$ cat config.mk
export PLATFORM = sky130hd
export DESIGN_NAME = frpc_top
export DESIGN_NICKNAME = d
export VERILOG_FILES = /design/src/frpc_pkg.sv /design/src/frpc_sync.sv /design/src/frpc_top.sv
export SDC_FILE = /design/constraint.sdc
export NUM_CORES = 1
export LEC_CHECK = 0
export BUFFER_PORTS_ARGS = -buffer_cell sky130_fd_sc_hd__buf_4
export CELL_PAD_IN_SITES_DETAIL_PLACEMENT = 1
export CELL_PAD_IN_SITES_GLOBAL_PLACEMENT = 1
export CORE_MARGIN = 1.5
export CORE_UTILIZATION = 48
export DETAILED_ROUTE_END_ITERATION = 7
export PLACE_DENSITY = 0.76
export SETUP_SLACK_MARGIN = 0.15
export SKIP_CTS_REPAIR_TIMING = 1
export SLEW_MARGIN = 20
export SYNTH_ARGS = -nofsm -noshare
export SYNTH_HDL_FRONTEND = slang
export SYNTH_SLANG_ARGS = --single-unit
$ cat constraint.sdc
create_clock -name clock -period 3.4 [get_ports clock]
set_clock_uncertainty 0.15 [all_clocks]
set_input_delay 0.34 -clock clock [delete_from_list [all_inputs] [get_ports clock]]
set_output_delay 0.34 -clock clock [all_outputs]
set_load 0.005 [all_outputs]
$ cat src/frpc_pkg.sv
/*
  Constants and types shared by the reset and power-on control of a serial
  flash device.
  Assumes a 25 MHz device clock; all cycle counts derive from it.
*/
package frpc_pkg;

  // ----------------------------------------------------------------------
  // Clock and timing figures
  // ----------------------------------------------------------------------
  localparam int unsigned CLK_MHZ              = 25;
  localparam int unsigned RESET_PULSE_WIDTH_US = 10;
  localparam int unsigned RESET_HIGH_TO_SEL_US = 10;
  localparam int unsigned POWERON_RECOVERY_US  = 35;
  localparam int unsigned DECODE_RECOVERY_US   = 40;
  localparam int unsigned READ_RECOVERY_US     = 35;
  localparam int unsigned PROG_RECOVERY_US     = 310;
  localparam int unsigned SE4K_RECOVERY_MS     = 12;
  localparam int unsigned BLOCK_RECOVERY_MS    = 25;
  localparam int unsigned CHIP_RECOVERY_MS     = 100;
  localparam int unsigned STATUS_RECOVERY_MS   = 40;
  localparam int unsigned SUPPLY_STABLE_US     = 100;

  // Least times round up; these divide exactly at 25 MHz.
  localparam int unsigned RESET_PULSE_CYC   = RESET_PULSE_WIDTH_US * CLK_MHZ;
  localparam int unsigned RESET_HIGH_CYC    = RESET_HIGH_TO_SEL_US * CLK_MHZ;
  localparam int unsigned POWERON_REC_CYC   = POWERON_RECOVERY_US * CLK_MHZ;
  localparam int unsigned DECODE_REC_CYC    = DECODE_RECOVERY_US * CLK_MHZ;
  localparam int unsigned READ_REC_CYC      = READ_RECOVERY_US * CLK_MHZ;
  localparam int unsigned PROG_REC_CYC      = PROG_RECOVERY_US * CLK_MHZ;
  localparam int unsigned SE4K_REC_CYC      = SE4K_RECOVERY_MS * 1000 * CLK_MHZ;
  localparam int unsigned BLOCK_REC_CYC     = BLOCK_RECOVERY_MS * 1000 * CLK_MHZ;
  localparam int unsigned CHIP_REC_CYC      = CHIP_RECOVERY_MS * 1000 * CLK_MHZ;
  localparam int unsigned STATUS_REC_CYC    = STATUS_RECOVERY_MS * 1000 * CLK_MHZ;
  localparam int unsigned SUPPLY_STABLE_CYC = SUPPLY_STABLE_US * CLK_MHZ;

  // ----------------------------------------------------------------------
  // Widths, opcodes and reset values
  // ----------------------------------------------------------------------
  localparam int unsigned CNT_W   = 24;
  localparam int unsigned PULSE_W = 9;
  localparam int unsigned SYNC_W  = 6;
  localparam logic [7:0]  OPC_RESET_ENABLE = 8'h66;
  localparam logic [7:0]  OPC_RESET        = 8'h99;
  localparam logic [3:0]  OPC_BITS         = 4'h8;
  localparam logic        WEL_RST   = 1'h0;
  localparam logic        WIP_RST   = 1'h0;
  localparam logic        ADDR4_RST = 1'h0;
  localparam logic        LOCK_RST  = 1'h1;

  // ----------------------------------------------------------------------
  // Types
  // ----------------------------------------------------------------------
  typedef enum logic [2:0] {
    OP_IDLE, OP_READ, OP_PROG, OP_SE4K, OP_BLOCK, OP_CHIP, OP_STATUS
  } frpc_op_t;

  typedef enum logic [2:0] {
    ST_POR, ST_STABLE, ST_RESET, ST_RECOVER, ST_READY
  } frpc_state_t;

endpackage

$ cat src/frpc_sync.sv
/*
  Two-flop synchroniser for the pins that enter the device clock domain.
  Assumes its inputs are asynchronous levels; only the second stage is read.
*/
`timescale 1ns/1ps
module frpc_sync
  import frpc_pkg::*;
(
  input  wire logic              clock,
  input  wire logic              rstn,
  input  wire logic [SYNC_W-1:0] rst_val,
  input  wire logic [SYNC_W-1:0] din,
  output logic      [SYNC_W-1:0] dout
);

  logic [SYNC_W-1:0] meta_ff;

  // ----------------------------------------------------------------------
  // Both stages
  // ----------------------------------------------------------------------
  // Reset value is the constant zero here; rst_val at the instance is not used.
  always_ff @(posedge clock or negedge rstn) begin
    if (!rstn) begin
      meta_ff <= SYNC_W'(0);
      dout    <= SYNC_W'(0);
    end else begin
      meta_ff <= din;
      dout    <= meta_ff;
    end
  end

  // Both stages reset to zero; callers invert idle-high pins so that zero
  // is their idle level. rst_val stays a tie-off for such callers.
  logic unused_ok;
  assign unused_ok = ^rst_val;

endmodule

$ cat src/frpc_top.sv
/*
  Reset and power-on control of a serial flash device: hardware reset pin,
  software reset pair, power-on gating and post-reset recovery.
  Assumes the flash core reports its running operation on op_kind/op_busy
  and obeys core_reset_ff; host pins are asynchronous to clock.
*/
// Behaviour
// - Reset pin low at least 10 us resets the device.
// - After reset: standby, volatile bits at defaults, 3-byte addressing.
// - Reset during program or erase aborts it at once.
// - While reset pin low, data output is high impedance, activity minimal.
// - Software reset only when reset-enable 66h precedes reset 99h.
// - Power-up enters standby, not deep power-down, latch cleared.
// - Below write-inhibit threshold, logic held in reset, commands ignored.
// - Commands rejected until supply stable delay after supply minimum.
`timescale 1ns/1ps
module frpc_top
  import frpc_pkg::*;
#(
  parameter int unsigned PROG_REC   = PROG_REC_CYC,
  parameter int unsigned SE4K_REC   = SE4K_REC_CYC,
  parameter int unsigned BLOCK_REC  = BLOCK_REC_CYC,
  parameter int unsigned CHIP_REC   = CHIP_REC_CYC,
  parameter int unsigned STATUS_REC = STATUS_REC_CYC
)(
  input  wire logic     clock,
  input  wire logic     rstn,
  input  wire logic     reset_pin_n,
  input  wire logic     cs_n,
  input  wire logic     sclk,
  input  wire logic     si,
  input  wire logic     below_inhibit,
  input  wire logic     supply_min_ok,
  input  wire frpc_op_t op_kind,
  input  wire logic     op_busy,
  input  wire logic     so_drive_req,
  input  wire logic     wel_set,
  input  wire logic     wel_clr,
  input  wire logic     addr4_set,
  input  wire logic     addr4_clr,
  input  wire logic     lock_set,
  input  wire logic     lock_clr,
  output logic          core_reset_ff,
  output logic          cmd_ready_ff,
  output logic          abort_op_ff,
  output logic          so_oe_ff,
  output logic          write_enable_latch_ff,
  output logic          write_in_progress_ff,
  output logic          addr4_ff,
  output logic          vol_lock_ff
);

  // ----------------------------------------------------------------------
  // Pin synchronisation
  // ----------------------------------------------------------------------
  logic [SYNC_W-1:0] pins_s;
  frpc_sync u_sync (
    .clock   (clock),
    .rstn    (rstn),
    .rst_val (SYNC_W'(0)),
    .din     ({~reset_pin_n, ~cs_n, sclk, si, ~below_inhibit, supply_min_ok}),
    .dout    (pins_s)
  );

  // Idle-high pins cross inverted, so the zero reset of the synchroniser
  // reads as idle pins and a low supply: no false edge follows reset.
  wire pin_n_s  = ~pins_s[5];
  wire cs_n_s   = ~pins_s[4];
  wire sclk_s   = pins_s[3];
  wire si_s     = pins_s[2];
  wire por_s    = ~pins_s[1];
  wire supply_s = pins_s[0];

  // ----------------------------------------------------------------------
  // Registers
  // ----------------------------------------------------------------------
  frpc_state_t        state_ff, nxt_state;
  logic [CNT_W-1:0]   cnt_ff, nxt_cnt;
  logic [PULSE_W-1:0] pulse_ff;
  logic               pin_d_ff, sclk_d_ff, cs_d_ff;
  logic [7:0]         shift_ff;
  logic [3:0]         bits_ff;
  logic               armed_ff;
  logic [CNT_W-1:0]   rec_ff;

  // Recovery length for whatever the reset interrupted.
  function automatic logic [CNT_W-1:0] rec_sel(input frpc_op_t k,
                                               input logic sel,
                                               input logic ready);
    logic [CNT_W-1:0] r;
    r = CNT_W'(POWERON_REC_CYC);
    if (ready) begin
      unique case (k)
        OP_IDLE:   r = sel ? CNT_W'(DECODE_REC_CYC) : CNT_W'(READ_REC_CYC);
        OP_READ:   r = CNT_W'(READ_REC_CYC);
        OP_PROG:   r = CNT_W'(PROG_REC);
        OP_SE4K:   r = CNT_W'(SE4K_REC);
        OP_BLOCK:  r = CNT_W'(BLOCK_REC);
        OP_CHIP:   r = CNT_W'(CHIP_REC);
        OP_STATUS: r = CNT_W'(STATUS_REC);
        default:   r = CNT_W'(POWERON_REC_CYC);
      endcase
    end
    return r;
  endfunction

  // ----------------------------------------------------------------------
  // Decode of pin events and the command byte
  // ----------------------------------------------------------------------
  wire ready    = (state_ff == ST_READY);
  // A pin reset before power-up ends must not skip the supply delay.
  wire powered  = (state_ff != ST_POR) && (state_ff != ST_STABLE);
  wire pin_fall = pin_d_ff & ~pin_n_s;
  wire sclk_up  = ~sclk_d_ff & sclk_s & ~cs_n_s;
  wire cs_rise  = ~cs_d_ff & cs_n_s;
  // A short glitch never qualifies; only a full-width pulse resets.
  wire hw_hit   = ~pin_n_s & (pulse_ff == PULSE_W'(RESET_PULSE_CYC - 1));
  wire byte_end = cs_rise & (bits_ff == OPC_BITS) & ready;
  wire sw_hit   = byte_end & armed_ff & (shift_ff == OPC_RESET);
  wire cnt_zero = (cnt_ff == CNT_W'(0));

  // ----------------------------------------------------------------------
  // Sequencer
  // ----------------------------------------------------------------------
  always_comb begin
    nxt_state = state_ff;
    nxt_cnt   = cnt_zero ? cnt_ff : cnt_ff - CNT_W'(1);
    if (por_s) begin
      nxt_state = ST_POR;
    end else if (hw_hit && powered) begin
      nxt_state = ST_RESET;
    end else begin
      unique case (state_ff)
        ST_POR: begin
          if (supply_s) begin
            nxt_state = ST_STABLE;
            nxt_cnt   = CNT_W'(SUPPLY_STABLE_CYC);
          end
        end
        ST_STABLE: begin
          if (!supply_s) begin
            nxt_state = ST_POR;
          end else if (cnt_zero) begin
            nxt_state = ST_READY;
          end
        end
        ST_RESET: begin
          if (pin_n_s) begin
            nxt_state = ST_RECOVER;
            nxt_cnt   = rec_ff;
          end
        end
        ST_RECOVER: begin
          if (cnt_zero) begin
            nxt_state = ST_READY;
          end
        end
        ST_READY: begin
          if (sw_hit) begin
            nxt_state = ST_RECOVER;
            nxt_cnt   = rec_sel(op_kind, 1'b1, 1'b1);
          end
        end
      endcase
    end
  end

  // State and count; the core sits in reset outside ready.
  always_ff @(posedge clock or negedge rstn) begin
    if (!rstn) begin
      state_ff      <= ST_POR;
      cnt_ff        <= CNT_W'(0);
      core_reset_ff <= 1'b1;
      cmd_ready_ff  <= 1'b0;
    end else begin
      state_ff      <= nxt_state;
      cnt_ff        <= nxt_cnt;
      core_reset_ff <= (nxt_state != ST_READY);
      cmd_ready_ff  <= (nxt_state == ST_READY);
    end
  end

  // ----------------------------------------------------------------------
  // Reset pin width and what it interrupted
  // ----------------------------------------------------------------------
  always_ff @(posedge clock or negedge rstn) begin
    if (!rstn) begin
      pin_d_ff    <= 1'b1;
      pulse_ff    <= PULSE_W'(0);
      rec_ff      <= CNT_W'(POWERON_REC_CYC);
      abort_op_ff <= 1'b0;
    end else begin
      pin_d_ff    <= pin_n_s;
      if (pin_n_s) begin
        pulse_ff <= PULSE_W'(0);
      end else if (!hw_hit) begin
        pulse_ff <= pulse_ff + PULSE_W'(1);
      end
      if (pin_fall) begin
        rec_ff <= rec_sel(op_kind, ~cs_n_s, ready);
      end
      abort_op_ff <= pin_fall & op_busy;
    end
  end

  // ----------------------------------------------------------------------
  // Command byte capture for the software reset pair
  // ----------------------------------------------------------------------
  // The pin clock runs far slower than clock, so edge sampling is safe.
  always_ff @(posedge clock or negedge rstn) begin
    if (!rstn) begin
      sclk_d_ff <= 1'b0;
      cs_d_ff   <= 1'b1;
      shift_ff  <= 8'h00;
      bits_ff   <= 4'h0;
      armed_ff  <= 1'b0;
    end else begin
      sclk_d_ff <= sclk_s;
      cs_d_ff   <= cs_n_s;
      if (cs_n_s) begin
        bits_ff <= 4'h0;
      end else if (sclk_up) begin
        shift_ff <= {shift_ff[6:0], si_s};
        bits_ff  <= (bits_ff == 4'hF) ? bits_ff : bits_ff + 4'h1;
      end
      // Any other completed command breaks the pair.
      if (!ready) begin
        armed_ff <= 1'b0;
      end else if (byte_end) begin
        armed_ff <= (shift_ff == OPC_RESET_ENABLE);
      end else if (cs_rise) begin
        armed_ff <= 1'b0;
      end
    end
  end

  // ----------------------------------------------------------------------
  // Volatile state and output enable
  // ----------------------------------------------------------------------
  // Outside ready every volatile bit is forced to its power-on value.
  always_ff @(posedge clock or negedge rstn) begin
    if (!rstn) begin
      write_enable_latch_ff <= WEL_RST;
      write_in_progress_ff  <= WIP_RST;
      addr4_ff              <= ADDR4_RST;
      vol_lock_ff           <= LOCK_RST;
      so_oe_ff              <= 1'b0;
    end else if (nxt_state != ST_READY) begin
      write_enable_latch_ff <= WEL_RST;
      write_in_progress_ff  <= WIP_RST;
      addr4_ff              <= ADDR4_RST;
      vol_lock_ff           <= LOCK_RST;
      so_oe_ff              <= 1'b0;
    end else begin
      write_enable_latch_ff <= wel_set | (write_enable_latch_ff & ~wel_clr);
      write_in_progress_ff  <= op_busy;
      addr4_ff              <= addr4_set | (addr4_ff & ~addr4_clr);
      vol_lock_ff           <= lock_set | (vol_lock_ff & ~lock_clr);
      so_oe_ff              <= so_drive_req & pin_n_s;
    end
  end
endmodule

### After elaboration in Yosys (flattened, before gate mapping)

Cells that the tools add are included.

| word-level totals | value |
|---|---|
| output and inout bits | 8 |
| register bits | 96 |
| logic and storage cells | 111 |
| input port bits | 19 |

| cells by class | value |
|---|---|
| reductions and logical operators | 8 |
| multiplexer cells | 32 |
| add/sub/neg operators | 3 |
| bitwise operators | 27 |
| equal/unequal tests | 21 |

Operator list:

| cell | number |
|---|---|
| $pmux 22 s6 | 2 |
| $mux 24 | 6 |
| $pmux 24 s3 | 1 |
| $logic_not 24->1 | 1 |
| $sub 24x1->24 const B | 1 |
| $mux 22 | 1 |
| $mux 3 | 7 |
| $mux 9 | 2 |
| $eq 3x3->1 const B | 5 |
| $pmux 3 s5 | 1 |
| $and 1x1->1 | 14 |
| $eq 3x2->1 const B | 4 |
| $mux 4 | 3 |
| $not 1->1 | 10 |
| $add 9x1->9 const B | 1 |
| $eq 9x8->1 const B | 1 |
| $eq 4x4->1 const B | 2 |
| $eq 8x7->1 const B | 1 |
| $eq 8x8->1 const B | 1 |
| $mux 1 | 8 |
| $mux 8 | 1 |
| $logic_not 3->1 | 2 |
| $ne 2x2->1 const B | 3 |
| $ne 3x1->1 const B | 2 |
| 7 further kinds | 11 |

### Logic depth before layout (Yosys ltp)

| logic depth | value |
|---|---|
| word-level depth | 12 |
| mapped depth | 9 |
| depth with buffers taken out | 8 |

### Modules after synthesis

A second synthesis with hierarchy kept.

| second synthesis, totals | value |
|---|---|
| cell total of the unflattened synthesis | 453 |
| area total of the unflattened synthesis | 4,519.3 um2 |

By module, submodules not included:

| module | area an instance (um2) | seq. area each (um2) | times used | cells an instance |
|---|---|---|---|---|
| frpc_top | 4,219.0 | 1,939.4 | 1 | 441 |
| frpc_sync | 300.3 | 300.3 | 1 | 12 |

### Worst setup path after synthesis

OpenSTA, ideal clock, no wires.

| timing path | value |
|---|---|
| path kind | register to register |
| from | register cnt_ff[0] |
| to | register cnt_ff[16] |
| path slack | 698 ps |
| cell stages (with the launch flop) | 9 |
| arrival time | 2,488 ps |
| buffers on the path | 0 |
| library setup time | 64 ps |
| period minus slack after synthesis | 2,702 ps |
| data required time | 3,186 ps |
| cells stage by stage | dfrtp_1 inv_1 ha_1 nor3b_1 nand4b_1 or3_2 or2_2 a311oi_1 a211o_1 |

| on the way | value |
|---|---|
| longest elaborated chain between the ends | 6 |
| elaborated cells on any way between the ends | 9 |
| classes of those cells | 1 x add/sub; 7 x mux; 1 x reduce/logical |

RTL lines:

| element | line | RTL |
|---|---|---|
| start, declared | frpc_top.sv:78 | `logic [CNT_W-1:0] cnt_ff, nxt_cnt;` |
| start signal, assigned | frpc_top.sv:177 | `cnt_ff <= nxt_cnt;` |
| $sub 24x1->24 / $logic_not 24->1 (equally long branches) | frpc_top.sv:127, frpc_top.sv:120 |  |
| $mux 24 * | frpc_top.sv:127 | `nxt_cnt = cnt_zero ? cnt_ff : cnt_ff - CNT_W'(1);` |
| $mux 24, on equally long branches | frpc_top.sv:159, frpc_top.sv:135, frpc_top.sv:148 |  |
| $pmux 24 s3 | frpc_top.sv:133 | `unique case (state_ff)` |
| $mux 24 | frpc_top.sv:130 | `end else if (hw_hit && powered) begin` |
| $mux 24 * | frpc_top.sv:128 | `if (por_s) begin` |
| net nxt_cnt[16] | frpc_top.sv:78 |  |

Mark *: on every way through the listed nets, which the timed path passes. The rest lies on a longest branch.
A chain may end at the register's enable or synchronous reset.

### Worst setup path after layout

| timing path | value |
|---|---|
| from | register bits_ff[0] |
| to | register cnt_ff[13] |

| on the way | value |
|---|---|
| longest elaborated chain between the ends | 9 |

RTL lines:

| element | line | RTL |
|---|---|---|
| start, declared | frpc_top.sv:82 | `logic [3:0] bits_ff;` |
| start signal, assigned | frpc_top.sv:224 | `bits_ff <= (bits_ff == 4'hF) ? bits_ff : bits_ff + 4'h1;` |
| $eq 4x4->1 | frpc_top.sv:118 | `wire byte_end = cs_rise & (bits_ff == OPC_BITS) & ready;` |
| $and 1x1->1 (2 in series) | frpc_top.sv:118 |  |
| $and 1x1->1 (2 in series) | frpc_top.sv:119 | `wire sw_hit = byte_end & armed_ff & (shift_ff == OPC_RESET);` |
| $mux 24 | frpc_top.sv:159 | `if (sw_hit) begin` |
| $pmux 24 s3 | frpc_top.sv:133 |  |
| $mux 24 | frpc_top.sv:130 |  |
| $mux 24 | frpc_top.sv:128 |  |
| net nxt_cnt[13] | frpc_top.sv:78 |  |

The timed path passes the listed nets, and every way through them passes these cells.

==> reports/metrics.yaml <==
detailed_routing:
  wl_microns: 11900
  via_count: 3666
  viasPerCell: 5.96
  drcViolationCount: 0
  drtAntennaViolNets: 0
  dr.pass1.iters: 4
  wl_per_cell_microns: 19.3
  drt_iter0_markers: 120
logic_synthesis:
  postSynthNetCount: 490
  synth-edff-count: 0
  netlist_area_sq_um: 4520
  ys.flop_type: "dfrtp_1"
  ys_ff_latch: 89
  yosysSeqAreaShare: 0.495
  netlist_instances: 466
  yosys_warnings: 0
  yosysTopAreaCell: "dfrtp_1"
  syn_avg_cell_area_sq_um: 9.71
  yosys-top-cells-area: "dfrtp_1 (44%), dfstp_2 (5.8%), nor2_1 (4.1%)"
  synth_cell_types: 58
  netlist.area_leader.share: 0.437
  synth_async_sr_flop_share: 1.00
clocking:
  htreeDepth: 3
  path_clk_slew_ps: 90
  clock_sinks: 89
  clkLatencyLatePin_ps: 370
  cts_buffers: 9
  root_buffer: "clkbuf_8"
  cts_tree: "done"
  clockBufferDepth: 2
die:
  initial_core_util: 0.492
  dieHeight_microns: 100
  fp-row-count: 35
  dieWidth_microns: 100
  io_pins: 27
  coreArea_sq_um: 9200
  dieArea_sq_um: 10000
status:
  violations: "hold timing"
  status: "finished with violations"
power:
  p_leak_nw: 2.19
  peakVddDrop_v: 0.000268
  cellPowerDensity_nw_per_um2: 566
global_route:
  grt_pass1_vias: 3764
  overflow: 0
  grt_pass1_wl_microns: 19900
  grtUsageTotal: 0.257
  grt_max_degree: 75
  antenna_found_initial: 0
finish:
  final_nets: 523
  drive_gt1_frac: 0.169
  area_delta_synth_final_pct: 12.5
  antenna_cells: 0
  stdcell_area_sq_um: 5090
timing:
  setup_tns_ps: 0
  relSlewSlack: 0.367
  tightest_slew_ps: 950
  setup_violations: 0
  hold_slack_ps: -66.4
  hold_viol_final: 56
  finalCritPeriodShare: 0.895
  fin_crit_ps: 3040
  rsz0062_at_grt: "false"
  slew_violations: 0
  max_freq_mhz: 329
setup_path:
  worstSetupPathType: "reg -> reg"
  required_ps: 3480
  critPathLaunchType: "flip-flop"
  worst_ep_arrival_time_ps: 3120
  setup.worst_path.end_class: "flip-flop"
  worstPathMaxFanout: 7
placed_design:
  hpwlAfterDp_microns: 8590
  place.gp.congestion: 0.876
  port_buffers: 26
  dpl_cell_area_sq_um: 4820
worst_hold_path:
  hold_class: "in -> async"
flow_run:
  maxCapViolCount: 0
## cells by family after synthesis
logic type | count (synthesis) | synth area share
adder cells (fa/ha/maj) | 5 | 0.0138
XOR/XNOR | 24 | 0.0465
buffers and inverters | 33 | 0.0340
multiplexers | 11 | 0.0268
flip-flops | 89 | 0.495
AO/OA/AOI/OAI | 111 | 0.160
AND/OR/NAND/NOR | 193 | 0.224
## per-layer routing
layer	part of all wire	global-route usage	vias to the layer above
met4	0.010	0.0823	0
li1	-	-	1735
met2	0.51	0.431	59
met5	0	0	-
met1	0.45	0.348	1861
met3	0.031	0.0327	11
## layout make-up
cell class / instances / area (sq um)
Fill cell: 1047 / 4110
Inverter: 16 / 60.1
Multi-Input combinational cell: 344 / 2130
Clock inverter: 5 / 62.6
Tap cell: 111 / 139
Sequential cell: 89 / 2240
Clock buffer: 11 / 151
Timing Repair Buffer: 39 / 308
## power breakdown
part           internal, mW  leakage, nW  switching, mW
clock network         0.384        0.102          0.399
logic                 0.322        0.944          0.399
registers              1.21         1.14          0.164
total                  1.92         2.19          0.962
## registers in the layout, summed over array words and instances (netlist names), 3 cells and up
| register | count |
|---|---|
| u_sync.meta_ff | 6 |
| rec_ff | 17 |
| u_sync.dout | 6 |
| cnt_ff | 24 |
| state_ff | 3 |
| pulse_ff | 9 |
| bits_ff | 4 |
| shift_ff | 8 |
## cell usage after synthesis, types with 4 or more instances
library cell and count:
nand2_1 49, or3_1 8, nor3_1 13, o21a_1 4
xor2_1 10, xnor2_1 14, mux2_2 9, and2_1 6
a22oi_1 4, a21oi_1 21, nand4_1 5, nand3_1 10
nor2b_1 10, or4_1 6, a22o_1 6, o22ai_1 9
dfrtp_1 79, nor4bb_1 4, o31ai_1 4, o21ai_0 33
dfstp_2 10, ha_1 5, a31oi_1 7, or2_2 4
clkbuf_1 12, inv_1 16, nor4_1 6, nor2_1 50
nand2b_1 4
## stage by stage
stage	utilization	power, mW	setup WS [ps]	std cells
after global placement	0.524	2.06	460	593
after CTS	0.547	2.89	404	609
after detailed placement	0.524	2.10	446	593
final	0.553	2.88	357	615
after floorplan	-	1.84	698	466
after global routing	0.553	3.04	170	615
## critical path, stage by stage, from the launching register on
cell	delay (ps)
dfrtp_1	430
inv_1	80
ha_1	170
nor4bb_1	480
nand4_1	380
a22oi_1	350
nand2_1	190
a211oi_1	490
o21ai_0	180
## path summary, 6_finish.rpt
check | from | endpoint | slack (ps) | cells after the start
hold / removal | rstn | pulse_ff[5] | -70 | 1
setup / recovery | bits_ff[0] | cnt_ff[13] | 360 | 8
setup reg to reg | bits_ff[0] | cnt_ff[13] | 360 | 8
max in group asynchronous | rstn | pin_d_ff | 2330 | 2
hold reg to reg | u_sync.meta_ff[2] | u_sync.dout[2] | 210 | 0
min in group clock | lock_set | vol_lock_ff | 10 | 3
## cell usage in the layout, fill, tap and decap left out, types with 7 or more instances in the layout
cell	instances
or3_1	8
mux2_2	9
xnor2_1	14
nor2b_1	10
buf_4	33
nand3_1	10
nor3_1	13
clkbuf_8	11
dfstp_2	10
a31oi_1	7
dfrtp_1	79
xor2_1	10
nor2_1	50
o22ai_1	9
a21oi_1	21
o21ai_0	33
inv_1	16
nand2_1	49
No activity file was read; power rests on OpenSTA's default activity.
